[src/common/sdadc_pkg.sv]
package sdadc_pkg;

    // Channel, trigger and result widths
    localparam int NUM_CH  = 32;
    localparam int CH_W    = 5;
    localparam int TRIG_W  = 6;
    localparam int TRIG_N  = 64;
    localparam int RES_W   = 16;
    localparam int PGA_W   = 12;
    localparam int FIFO_DEPTH = 4;
    localparam int FIFO_AW    = 2;

    // Trigger source codes: GPIO A 0..31, GPIO B 32..34, then these
    localparam logic [TRIG_W-1:0] TRIG_GPIOB0 = 6'h20;
    localparam logic [TRIG_W-1:0] TRIG_SW     = 6'h23;
    localparam logic [TRIG_W-1:0] TRIG_RNG    = 6'h24;
    localparam logic [TRIG_W-1:0] TRIG_PWM0   = 6'h26;
    localparam logic [TRIG_W-1:0] TRIG_TMR0   = 6'h30;

    // Sequencing mode bit positions
    localparam int MODE_CONV_POS = 1;  // 1 single, 0 continuous
    localparam int MODE_SCAN_POS = 0;  // 1 sweep all enabled channels

    // Status flag and interrupt enable bit positions
    localparam int FLG_IRQ  = 0;
    localparam int FLG_RDY  = 1;
    localparam int FLG_WCMP = 2;
    localparam int FLG_OF   = 3;

    // Reset values
    localparam logic [3:0]        FLAGS_RST = 4'h0;
    localparam logic [CH_W-1:0]   CH_RST    = 5'h00;

    // PGA offset adjust coding
    localparam int PGA_STEP_MV  = 40;
    localparam int ADJ_HI_POS   = 5;
    localparam int ADJ_LO_MSB   = 3;

    // Decimation ratio codes and their sample counts
    typedef enum logic [2:0] {
        DEC_32  = 3'h1,
        DEC_64  = 3'h3,
        DEC_128 = 3'h5,
        DEC_256 = 3'h4
    } sdadc_dec_t;
    localparam logic [8:0] RATIO_32  = 9'h020;
    localparam logic [8:0] RATIO_64  = 9'h040;
    localparam logic [8:0] RATIO_128 = 9'h080;
    localparam logic [8:0] RATIO_256 = 9'h100;

    typedef enum logic [1:0] {
        VINN_VREF     = 2'h0,
        VINN_VREF_3Q  = 2'h1,
        VINN_VREF_1H  = 2'h2,
        VINN_AGND     = 2'h3
    } sdadc_vinn_t;

    typedef struct packed {
        sdadc_dec_t  decimation_ratio;
        sdadc_vinn_t negative_input_choice;
        logic        pga_offset_direction;  // 1 up, 0 down
        logic [5:0]  pga_offset_step;
    } sdadc_profile_t;

    typedef struct packed {
        logic signed [RES_W-1:0] window_high_threshold;
        logic signed [RES_W-1:0] window_low_threshold;
    } sdadc_window_t;

    typedef struct packed {
        logic [CH_W-1:0]         channel;
        sdadc_dec_t              ratio;
        logic                    vinn_apply;
        sdadc_vinn_t             vinn;
        logic signed [PGA_W-1:0] pga_offset_mv;
    } sdadc_front_t;

endpackage

[src/logic/sdadc_decim.sv]
`timescale 1ns/1ps
`default_nettype none
module sdadc_decim
    import sdadc_pkg::*;
(
    input  wire logic              ref_clk_i,
    input  wire logic              rst_i,
    input  wire logic              start_i,
    input  wire logic              abort_i,
    input  wire sdadc_dec_t        ratio_i,
    input  wire logic              bit_valid_i,
    input  wire logic              bit_i,
    output logic                   done_o,
    output logic signed [RES_W-1:0] result_o
);

    logic       busy_q, busy_d;
    logic [8:0] cnt_q, cnt_d;
    logic [8:0] ones_q, ones_d;
    logic [8:0] n_q, n_d;
    logic       done_d;
    logic signed [RES_W-1:0] res_d;

    // Counting filter: result is ones minus zeros over the window
    always_comb begin
        busy_d = busy_q;
        cnt_d  = cnt_q;
        ones_d = ones_q;
        n_d    = n_q;
        done_d = 1'b0;
        res_d  = result_o;
        if (start_i) begin
            busy_d = 1'b1;
            cnt_d  = 9'h000;
            ones_d = 9'h000;
            case (ratio_i)
                DEC_32:  n_d = RATIO_32;
                DEC_64:  n_d = RATIO_64;
                DEC_128: n_d = RATIO_128;
                default: n_d = RATIO_256;
            endcase
        end else if (abort_i) begin
            busy_d = 1'b0;
        end else if (busy_q && bit_valid_i) begin
            cnt_d  = cnt_q + 9'h001;
            ones_d = ones_q + {8'h00, bit_i};
            if (cnt_d == n_q) begin
                busy_d = 1'b0;
                done_d = 1'b1;
                res_d  = RES_W'({6'h00, ones_d, 1'b0})
                       - RES_W'({7'h00, n_q});
            end
        end
    end

    always_ff @(posedge ref_clk_i) begin
        if (rst_i) begin
            busy_q   <= 1'b0;
            cnt_q    <= 9'h000;
            ones_q   <= 9'h000;
            n_q      <= RATIO_256;
            done_o   <= 1'b0;
            result_o <= 16'h0000;
        end else begin
            busy_q   <= busy_d;
            cnt_q    <= cnt_d;
            ones_q   <= ones_d;
            n_q      <= n_d;
            done_o   <= done_d;
            result_o <= res_d;
        end
    end

    a_ratio_count: assert property (@(posedge ref_clk_i) disable iff (rst_i)
        done_o |-> $past(cnt_q) + 9'h001 == $past(n_q))
        else $error("decimator finished before its ratio");

endmodule
`default_nettype wire

[src/logic/sdadc_seq.sv]
// Behaviour
// - Each bit of the channel select mask enables conversion of that channel.
// - A channel's profile bit picks settings set 0 when clear, set 1 when set.
// - Conversions start only from the one trigger source that is selected.
// - Single mode converts the lowest enabled channel once per start.
// - Continuous mode repeats the lowest enabled channel until disabled.
// - Single-scan converts every enabled channel in turn, then stops.
// - Continuous-scan sweeps enabled channels until the enable is cleared.
// - Mode bit 1 set means single, clear continuous; bit 0 enables scanning.
// - Each settings set picks a decimation ratio of 32, 64, 128 or 256.
// - The negative input choice applies only on single-ended channels.
// - PGA step zero disables adjust, else (b5+1)*(b3:0+1)*40 mV up or down.
// - Results are compared with signed 16-bit low and high thresholds.
// - A global mask enable plus enables for ready, window and overflow.
// - Flags for interrupt, ready, window and overflow are readable, cleared.
`timescale 1ns/1ps
`default_nettype none
module sdadc_seq
    import sdadc_pkg::*;
(
    input  wire logic              ref_clk_i,
    input  wire logic              rst_i,
    input  wire logic              conv_enable_i,
    input  wire logic [NUM_CH-1:0] channel_select_mask_i,
    input  wire logic [NUM_CH-1:0] channel_profile_select_i,
    input  wire logic [NUM_CH-1:0] single_ended_mask_i,
    input  wire logic [TRIG_W-1:0] trigger_choice_i,
    input  wire logic [1:0]        sequencing_mode_i,
    input  wire sdadc_profile_t    profile0_i,
    input  wire sdadc_profile_t    profile1_i,
    input  wire sdadc_window_t     window_i,
    input  wire logic [34:0]       gpio_trig_i,
    input  wire logic              sw_trig_i,
    input  wire logic              rng_trig_i,
    input  wire logic [9:0]        pwm_trig_i,
    input  wire logic [15:0]       timer_trig_i,
    input  wire logic              modulator_valid_i,
    input  wire logic              modulator_bit_i,
    input  wire logic              result_pop_i,
    input  wire logic [3:0]        irq_enable_i,
    input  wire logic [3:0]        flag_clear_i,
    output sdadc_front_t           front_cfg_o,
    output logic                   conv_busy_o,
    output logic [RES_W-1:0]       result_data_o,
    output logic                   result_valid_o,
    output logic [3:0]             status_o,
    output logic                   irq_o
);

    typedef enum logic [1:0] {
        ST_IDLE = 2'b00,
        ST_CONV = 2'b01
    } sdadc_state_t;

    // Lowest set mask bit at or above from; MSB of the answer flags a hit
    function automatic logic [CH_W:0] seek(input logic [NUM_CH-1:0] m,
                                          input logic [CH_W:0] from);
        logic [CH_W:0] r;
        r = {1'b0, CH_RST};
        for (int i = NUM_CH - 1; i >= 0; i--) begin
            if (m[i] && i >= int'(from)) begin
                r = {1'b1, CH_W'(i)};
            end
        end
        return r;
    endfunction

    // Front-end settings for a channel from its chosen profile
    function automatic sdadc_front_t make_cfg(input logic [CH_W-1:0] ch,
                                              input sdadc_profile_t p0,
                                              input sdadc_profile_t p1,
                                              input logic [NUM_CH-1:0] sel,
                                              input logic [NUM_CH-1:0] se);
        sdadc_front_t   c;
        sdadc_profile_t p;
        int             mag;
        p   = sel[ch] ? p1 : p0;
        mag = (int'(p.pga_offset_step[ADJ_HI_POS]) + 1)
            * (int'(p.pga_offset_step[ADJ_LO_MSB:0]) + 1) * PGA_STEP_MV;
        c.channel    = ch;
        c.ratio      = p.decimation_ratio;
        c.vinn_apply = se[ch];
        c.vinn       = se[ch] ? p.negative_input_choice : VINN_VREF;
        if (p.pga_offset_step == 6'h00) begin
            c.pga_offset_mv = 12'h000;
        end else if (p.pga_offset_direction) begin
            c.pga_offset_mv = PGA_W'(mag);
        end else begin
            c.pga_offset_mv = PGA_W'(-mag);
        end
        return c;
    endfunction

    sdadc_state_t            state_q, state_d;
    sdadc_front_t            cfg_d;
    logic                    trig_prev_q;
    logic                    trig_lvl, trig_edge;
    logic [TRIG_N-1:0]       trig_vec;
    logic [CH_W:0]           first_hit, after_hit, nxt_hit;
    logic                    go, start_go;
    logic                    mode_single, mode_scan;
    logic                    res_done;
    logic signed [RES_W-1:0] res_val;

    // Only the selected source is looked at; code 37 has no source
    assign trig_vec  = {timer_trig_i, pwm_trig_i, 1'b0, rng_trig_i,
                        sw_trig_i, gpio_trig_i};
    assign trig_lvl  = trig_vec[trigger_choice_i];
    assign trig_edge = trig_lvl & ~trig_prev_q;
    assign mode_single = sequencing_mode_i[MODE_CONV_POS];
    assign mode_scan   = sequencing_mode_i[MODE_SCAN_POS];

    // Sequencer: picks the next channel when a conversion finishes
    always_comb begin
        state_d   = state_q;
        cfg_d     = front_cfg_o;
        go        = 1'b0;
        start_go  = 1'b0;
        first_hit = seek(channel_select_mask_i, 6'h00);
        after_hit = seek(channel_select_mask_i,
                         {1'b0, front_cfg_o.channel} + 6'h01);
        nxt_hit   = first_hit;
        case (state_q)
            ST_IDLE: begin
                if (conv_enable_i && trig_edge && first_hit[CH_W]) begin
                    go       = 1'b1;
                    start_go = 1'b1;
                end
            end
            ST_CONV: begin
                if (!conv_enable_i) begin
                    state_d = ST_IDLE;
                end else if (res_done) begin
                    state_d = ST_IDLE;
                    if (mode_scan && after_hit[CH_W]) begin
                        go      = 1'b1;
                        nxt_hit = after_hit;
                    end else if (!mode_single && first_hit[CH_W]) begin
                        go = 1'b1;
                    end
                end
            end
            default: state_d = ST_IDLE;
        endcase
        if (go) begin
            state_d = ST_CONV;
            cfg_d   = make_cfg(nxt_hit[CH_W-1:0], profile0_i, profile1_i,
                               channel_profile_select_i,
                               single_ended_mask_i);
        end
    end

    always_ff @(posedge ref_clk_i) begin
        if (rst_i) begin
            state_q     <= ST_IDLE;
            front_cfg_o <= '0;
            trig_prev_q <= 1'b0;
        end else begin
            state_q     <= state_d;
            front_cfg_o <= cfg_d;
            trig_prev_q <= trig_lvl;
        end
    end

    assign conv_busy_o = (state_q == ST_CONV);

    // Restarted on every channel, so each result uses its own ratio
    sdadc_decim u_decim (
        .ref_clk_i   (ref_clk_i),
        .rst_i       (rst_i),
        .start_i     (go),
        .abort_i     (!conv_enable_i),
        .ratio_i     (cfg_d.ratio),
        .bit_valid_i (modulator_valid_i),
        .bit_i       (modulator_bit_i),
        .done_o      (res_done),
        .result_o    (res_val)
    );

    logic [RES_W-1:0]   mem_q [FIFO_DEPTH];
    logic [RES_W-1:0]   mem_d [FIFO_DEPTH];
    logic [FIFO_AW-1:0] wr_q, wr_d, rd_q, rd_d;
    logic [FIFO_AW:0]   cnt_q, cnt_d;
    logic               full, accept, pop, in_window;

    assign full   = (cnt_q == (FIFO_AW + 1)'(FIFO_DEPTH));
    assign accept = res_done & ~full;
    assign pop    = result_pop_i & (cnt_q != 3'h0);

    // Result queue; a result arriving while full is dropped
    always_comb begin
        mem_d = mem_q;
        wr_d  = wr_q;
        rd_d  = rd_q;
        cnt_d = cnt_q;
        if (accept) begin
            mem_d[wr_q] = res_val;
            wr_d        = wr_q + 2'h1;
        end
        if (pop) begin
            rd_d = rd_q + 2'h1;
        end
        cnt_d = cnt_q + {2'h0, accept} - {2'h0, pop};
    end

    always_ff @(posedge ref_clk_i) begin
        if (rst_i) begin
            for (int i = 0; i < FIFO_DEPTH; i++) begin
                mem_q[i] <= 16'h0000;
            end
            wr_q  <= 2'h0;
            rd_q  <= 2'h0;
            cnt_q <= 3'h0;
        end else begin
            mem_q <= mem_d;
            wr_q  <= wr_d;
            rd_q  <= rd_d;
            cnt_q <= cnt_d;
        end
    end

    assign result_data_o  = mem_q[rd_q];
    assign result_valid_o = (cnt_q != 3'h0);

    // Inclusive signed window
    assign in_window =
        (res_val >= window_i.window_low_threshold) &&
        (res_val <= window_i.window_high_threshold);

    logic [3:0] flags_d;
    logic       global_irq_mask_enable;
    assign global_irq_mask_enable = irq_enable_i[FLG_IRQ];

    // Ready, window and overflow flags sticky, a set in the clear cycle winning; interrupt flag follows them
    always_comb begin
        flags_d = status_o & ~flag_clear_i;
        if (accept) begin
            flags_d[FLG_RDY] = 1'b1;
        end
        if (res_done && in_window) begin
            flags_d[FLG_WCMP] = 1'b1;
        end
        if (res_done && full) begin
            flags_d[FLG_OF] = 1'b1;
        end
        flags_d[FLG_IRQ] = global_irq_mask_enable &&
            |(flags_d[FLG_OF:FLG_RDY] & irq_enable_i[FLG_OF:FLG_RDY]);
    end

    always_ff @(posedge ref_clk_i) begin
        if (rst_i) begin
            status_o <= FLAGS_RST;
        end else begin
            status_o <= flags_d;
        end
    end

    assign irq_o = status_o[FLG_IRQ];

    a_start_source: assert property (@(posedge ref_clk_i) disable iff (rst_i)
        start_go |-> trig_lvl && !trig_prev_q && conv_enable_i)
        else $error("conversion started without selected trigger");

    a_first_channel: assert property (@(posedge ref_clk_i) disable iff (rst_i)
        start_go |=> conv_busy_o &&
            front_cfg_o.channel == $past(first_hit[CH_W-1:0]))
        else $error("start did not pick lowest enabled channel");

    a_profile_pick: assert property (@(posedge ref_clk_i) disable iff (rst_i)
        start_go |=> front_cfg_o.ratio == ($past(channel_profile_select_i[
            first_hit[CH_W-1:0]]) ? $past(profile1_i.decimation_ratio)
            : $past(profile0_i.decimation_ratio)))
        else $error("wrong settings set for channel");

    a_vinn_apply: assert property (@(posedge ref_clk_i) disable iff (rst_i)
        !front_cfg_o.vinn_apply |-> front_cfg_o.vinn == VINN_VREF)
        else $error("negative input used on differential channel");

    a_single_stop: assert property (@(posedge ref_clk_i) disable iff (rst_i)
        conv_busy_o && res_done && mode_single && !mode_scan
        |=> !conv_busy_o)
        else $error("single mode did not stop");

    a_burst_hold: assert property (@(posedge ref_clk_i) disable iff (rst_i)
        conv_busy_o && res_done && !mode_single && conv_enable_i
        && |channel_select_mask_i |=> conv_busy_o)
        else $error("continuous mode stopped while enabled");

    a_scan_step: assert property (@(posedge ref_clk_i) disable iff (rst_i)
        conv_busy_o && res_done && mode_scan && conv_enable_i
        && after_hit[CH_W] |=> conv_busy_o &&
        front_cfg_o.channel > $past(front_cfg_o.channel))
        else $error("scan did not advance to higher channel");

    a_disable_stop: assert property (@(posedge ref_clk_i) disable iff (rst_i)
        !conv_enable_i |=> !conv_busy_o)
        else $error("sequencer kept running after disable");

    a_overflow_flag: assert property (@(posedge ref_clk_i) disable iff (rst_i)
        res_done && full && !result_pop_i
        |=> status_o[FLG_OF] && cnt_q == $past(cnt_q))
        else $error("overflow not flagged or result stored");

    a_window_flag: assert property (@(posedge ref_clk_i) disable iff (rst_i)
        res_done && in_window |=> status_o[FLG_WCMP])
        else $error("in-window result did not set flag");

    a_irq_gate: assert property (@(posedge ref_clk_i) disable iff (rst_i)
        !global_irq_mask_enable |=> !irq_o)
        else $error("interrupt raised with global enable clear");

endmodule
`default_nettype wire

[config.mk]
export PLATFORM = sky130hd
export DESIGN_NAME = sdadc_seq
export DESIGN_NICKNAME = d
export VERILOG_FILES = /design/src/common/sdadc_pkg.sv /design/src/logic/sdadc_decim.sv /design/src/logic/sdadc_seq.sv
export SDC_FILE = /design/constraint.sdc
export NUM_CORES = 1
export LEC_CHECK = 0
export BUFFER_PORTS_ARGS = -buffer_cell sky130_fd_sc_hd__buf_2
export CAP_MARGIN = 15
export CORE_AREA = 4 4 137 139
export DETAILED_ROUTE_END_ITERATION = 16
export DIE_AREA = 0 0 141 143
export PLACE_DENSITY = 0.88
export SYNTH_ARGS = -nofsm -noshare
export SYNTH_HDL_FRONTEND = slang
export SYNTH_SLANG_ARGS = --single-unit
[constraint.sdc]
create_clock -name ref_clk_i -period 8.3 [get_ports ref_clk_i]
set_input_delay 0.415 -clock ref_clk_i [delete_from_list [all_inputs] [get_ports ref_clk_i]]
set_output_delay 0.415 -clock ref_clk_i [all_outputs]
set_load 0.01 [all_outputs]
======== Word-level counts from Yosys, hierarchy flattened ========
Cells that the tools add are included.
Widths: inputs -> output; s select.
word-level totals
  bits in registers ....................... 146
  input port bits ......................... 237
  logic and storage cells ................. 257
cells by class
  add/sub/neg operators ................... 11
  multiply operators ...................... 2
  order comparisons ....................... 39
  equal/unequal tests ..................... 11
  mux-type cells .......................... 104
  bitwise gates (word level) .............. 14
  reduce and logical (&&, ||, !) cells .... 54
operators with widths
  operator             count
  $mux 6               64
  $ge 5x6->1 const A   16
  $bwmux 64            1
  $ge 4x6->1 const A   8
  $mux 16              3
  $logic_and 1x1->1    42
  $mux 12              3
  $bmux 16 s2          1
  $demux 16 s2         1
  $pmux 9 s3           1
  $ge 3x6->1 const A   4
  $mux 5               4
  $mux 18              1
  $mux 1               17
  $ge 16x16->1         1
  $le 16x16->1         1
  $ge 1x6->1 const A   2
  $ge 2x6->1 const A   2
  $neg 12->12          1
  $sub 10x9->11        1
  $bmux 1 s5           2
  $add 9x1->9          1
  $add 9x1->9 const B  1
  $eq 9x9->1           1
  other kinds (39)     56

======== Depth between registers and ports, before layout ========
  word-level depth ........................ 52
  gate-level depth with buffers ........... 37
  gate-level depth less buffers ........... 33

======== Cells and area by module ========
From an unflattened synthesis, not the netlist that was laid out.
unflattened totals
  cell total of the unflattened synthesis .. 1339
  area, all modules ....................... 10592.7 um^2
by module, submodules not included
  module       times used  cells each  area an instance (um^2)  seq. area each (um^2)
  sdadc_seq    1           1122        8717.1                   1941.9
  sdadc_decim  1           217         1875.5                   680.7

======== Least setup slack after synthesis ========
No wires, ideal clock.
  path type ............................... reg2reg
  from .................................... register front_cfg_o[18] in the netlist's numbering
  to ...................................... register front_cfg_o[11] in the netlist's numbering
  arrival ................................. 7302 ps
  data required time ...................... 8183 ps
  path slack .............................. 881 ps
  stages on the path, launching flop included .. 35
  path buffers ............................ 3
  clock period less this slack ............ 7419 ps
  cells stage by stage .................... dfxtp_1 -> buf_2 -> inv_1 -> ha_1 -> clkbuf_1 -> inv_1 -> nor4_1 -> o31ai_1 -> o2111ai_1 -> nor3b_1 -> nor2b_1 -> a21o_2 -> mux2i_1 -> buf_4 -> mux2i_1 -> mux2i_1 -> mux2_4 -> mux2i_4 -> mux2i_1 -> inv_1 -> ha_1 -> xnor2_1 -> mux2_2 -> ha_1 -> ha_1 -> inv_1 -> fa_1 -> inv_1 -> a21o_1 -> a21oi_1 -> xor2_1 -> nand3_1 -> o31ai_1 -> xnor2_1 -> o21ai_1
between the ends
  cells in the longest elaborated chain, start to end .. 49
  elaborated cells on any way between the ends .. 117
RTL lines
  what                                        line                              text
  start, declared                             sdadc_seq.sv:42                   output sdadc_front_t front_cfg_o,
  start signal, assigned                      sdadc_seq.sv:160                  front_cfg_o <= cfg_d;
  $add 5x1->6 (*)                             sdadc_seq.sv:121                  {1'b0, front_cfg_o.channel} + 6'h01);
  $ge 5x6->1                                  sdadc_seq.sv:61                   if (m[i] && i >= int'(from)) begin
  $logic_and 1x1->1                           sdadc_seq.sv:61
  $mux 6 (31 in series)                       sdadc_seq.sv:61
  $mux 6 (*)                                  sdadc_seq.sv:61
  $logic_and 1x1->1                           sdadc_seq.sv:135                  if (mode_scan && after_hit[CH_W]) begin
  $mux 5                                      sdadc_seq.sv:135
  $mux 5                                      sdadc_seq.sv:133                  end else if (res_done) begin
  [... 3 more ...]                            -
  $mux 1 (implied by the code)                sdadc_seq.sv:77                   p = sel[ch] ? p1 : p0;
  $mux 12                                     sdadc_seq.sv:77
  $add 4x1->5 or $add 1x1->2 (tied branches)  sdadc_seq.sv:79, sdadc_seq.sv:78
  $mul 2x5->7                                 sdadc_seq.sv:79                   * (int'(p.pga_offset_step[ADJ_LO_MSB:0]) + 1) * PGA_STEP_MV;
  $mul 7x3->9                                 sdadc_seq.sv:79
  $neg 12->12                                 sdadc_seq.sv:89                   c.pga_offset_mv = PGA_W'(-mag);
  $mux 12                                     sdadc_seq.sv:86                   end else if (p.pga_offset_direction) begin
  $mux 12                                     sdadc_seq.sv:84                   if (p.pga_offset_step == 6'h00) begin
Every way passes the cells marked *; elsewhere a longest branch is shown, timed or not. The select of a mux whose other input is x is not followed.
A chain may end at the register's enable or synchronous reset.

======== Worst setup path after layout ========
  from .................................... register front_cfg_o[22] in the netlist's numbering
  to ...................................... register front_cfg_o[11] in the netlist's numbering
Same word-level chain as after synthesis.

==> out/metrics.cfg <==
[status]
outcome=completed

[drt]
drt-initial-drc-count=750
drtPass1Iterations=7
drt-wirelength-per-cell_um=17.9
dr_total_vias=9518
wl_um=28800
via_per_inst=5.91
drc=0
antenna_left=0

[synthesis]
avgSynthCellArea_um2=8.05
ys_seq_area_share_pct=23.5
synth.largest_area_cell=dfxtp_1
ys_ff_latch=107
netlist_area_um2=9120
synthXorXnorAreaFrac_pct=4.80
yosys.area_share.adder_pct=8.62
yosys.cell_types.count=86
synth_top_family_by_area=simple AND/OR/NAND/NOR gates
synth_top_area_share_pct=23.5
synthMuxAreaShare_pct=15.8
netlist_instances=1133
synth_compound_area_share_pct=19.1
yosysWarnings=0
synth-simple-area-share_pct=21.4
synth-edff-count=0
synthArstFlopShare_pct=0
synth-main-ff-cell=dfxtp_1
yosys-top-cells-area=dfxtp_1, mux4_2, ha_1, a21oi_1, mux2i_1

[sta]
drv_slew=0
setup_viol=0
final-hold-violation-count=0
fin_hold_ws_ns=0.314
finClkSkew_ns=0.00986
clock.fmax_mhz=132
slew_headroom_pct=29.6
tightestPinTransition_ns=1.05
fin_crit_ns=7.56
rsz0062_at_grt=no
fin_crit_sh_pct=91.1
fin_setup_tns_ns=0

[placed_design]
place_hpwl_um=23100
place.gp.congestion=0.962
dpl_cell_area_um2=10600
portBuffers=277
place_inst=1593

[pwr]
power_density_nw_per_um2=136
power.leakage_nw=4.89
irDropWorstVdd_v=0.000113

[die]
ios=283
coreArea_um2=17700
dieArea_um2=20200
die_w_um=141
die_h_um=143
start_util_pct=51.6
placementRows=49

[critical_path]
worstSetupEndpointType=flop
worstPathArrival_ns=7.80
crit_type=reg2reg
cpPeakStageDelay_ns=0.84
cp.required_ns=8.54
slowest_stage=dfxtp_1
path_max_fanout=25
crit_top_cell=mux2i_1
startpoint_type=flop

[global_routing]
grt_pass1_wl_um=45100
gr-usage-all-layers_pct=27.4
grt_pass1_vias=9292
antenna_found_initial=3
grt_overflow_total=0
grt_max_degree=72

[hold_path]
worstHoldPathType=in2reg

[clock_network]
cts_setup_buffers=0
cts_hold_buffers=0
cts_root_buf=clkbuf_16
htreeDepth=3
clkLatencyLatePin_ns=0.35
cts.sink_count=107
cts_resized=0
cts-buffers-inserted=9
clockBufferDepth=2
tritoncts=built
clk_pin_slew_ns=0.08

[layout]
stdcell_count=1611
drive_above_1_share_pct=27.3
synthToLayoutAreaGrowth_pct=19.6
finalInstanceArea_um2=10900
nNetsFinal=1673
final_util_pct=61.7
fillers=1587

[flow_run]
max_cap_violations=0

## registers in the layout, indices dropped and copies added, names as in the netlist
name              cells
front_cfg_o          20
status_o              4
u_decim.cnt_q         9
u_decim.done_o        1
u_decim.busy_q        1
wr_q                  2
u_decim.n_q           4
rd_q                  2
state_q               1
u_decim.result_o     10
u_decim.ones_q        9
trig_prev_q           1
cnt_q                 3
mem_q                40
## synthesized netlist by cell type, drive strengths merged, types with 8 or more instances
master	count
a211oi	11
a21o	16
a21oi	104
a31oi	8
and2	10
and3	11
buf	31
clkbuf	33
dfxtp	107
ha	58
inv	72
mux2i	52
mux4	38
nand2	128
nand2b	13
nand3	74
nand4	16
nor2	105
nor2b	15
nor3	11
nor4	9
o21ai	48
o31ai	12
xnor2	26
xor2	24
## cells in the final DEF, fill, tap and decap left out, drive strengths merged, types with 5 or more instances in the layout
cell,instances
a211oi,11
a21o,16
a21oi,104
a22o,6
a31oi,8
and2,10
and3,11
buf,290
clkbuf,10
conb,6
dfxtp,107
ha,58
inv,77
mux2i,52
mux4,38
nand2,128
nand2b,13
nand3,74
nand3b,6
nand4,16
nor2,105
nor2b,15
nor3,11
nor4,9
o2111ai,5
o21ai,48
o22ai,6
o31ai,12
xnor2,26
xor2,24
## worst max-delay path: cells and delay by family, from the launching register on
family	cells	cell delay, ns
mux	7	1.53
flops	1	0.84
xor+xnor	2	0.39
fa+ha+maj	4	1.01
compound gates	8	1.65
buf+inv	4	0.55
simple gates	6	1.49
## kinds of logic (layout without fill, tap and decap cells)
kind of cell,count (synthesis),count (layout)
adder cells (fa/ha/maj),61,61
flip-flops,107,107
XOR/XNOR,50,50
buffers and inverters,137,379
AO/OA/AOI/OAI,270,270
other,1,8
multiplexers,94,94
AND/OR/NAND/NOR,413,413
## routing by layer
| layer | vias up | wire length [um] | track usage, % |
|---|---|---|---|
| met5 | - | 13 | 0 |
| met4 | 2 | 1320 | 12.1 |
| li1 | 4584 | - | - |
| met2 | 452 | 14300 | 49.0 |
| met1 | 4377 | 10900 | 31.1 |
| met3 | 103 | 2350 | 6.43 |
## final timing paths
kind	start	to	slack (ns)	depth (start not counted)
max	front_cfg_o[22]$_SDFFE_PP0P_	front_cfg_o[11]$_SDFFE_PP0P_	0.74	31
min	irq_enable_i[0]	status_o[0]$_SDFF_PP0_	0.31	2
max reg2reg	front_cfg_o[22]$_SDFFE_PP0P_	front_cfg_o[11]$_SDFFE_PP0P_	0.74	31
min reg2reg	front_cfg_o[9]$_SDFFE_PP0P_	front_cfg_o[9]$_SDFFE_PP0P_	0.45	2
## report_power, final
group / internal [mW] / switching [mW] / total (mW)
Sequential: 0.536 / 0.0386 / 0.575
Clock: 0.218 / 0.205 / 0.423
Combinational: 0.229 / 0.254 / 0.483
Total: 0.983 / 0.498 / 1.48
## per-stage QoR
step | setup WS (ns) | power (mW)
after detailed placement | 0.318 | 1.07
after global placement | 0.570 | 1.05
final | 0.737 | 1.48
after floorplan | 0.881 | 0.909
after global routing | 0.0693 | 1.57
after CTS | 0.287 | 1.48
## layout make-up
cell class              count  area [um^2]  area share, %
diodes                      2         5.00         0.0459
clock buffers              10          239           2.19
clock inverters             6         51.3          0.471
inverters                  73          274           2.51
multi-input cells         894         6420           58.9
flip-flops and latches    107         2140           19.7
well taps                 229          287           2.63
repair buffers            290         1480           13.6
(Power assumes the default switching activity.)
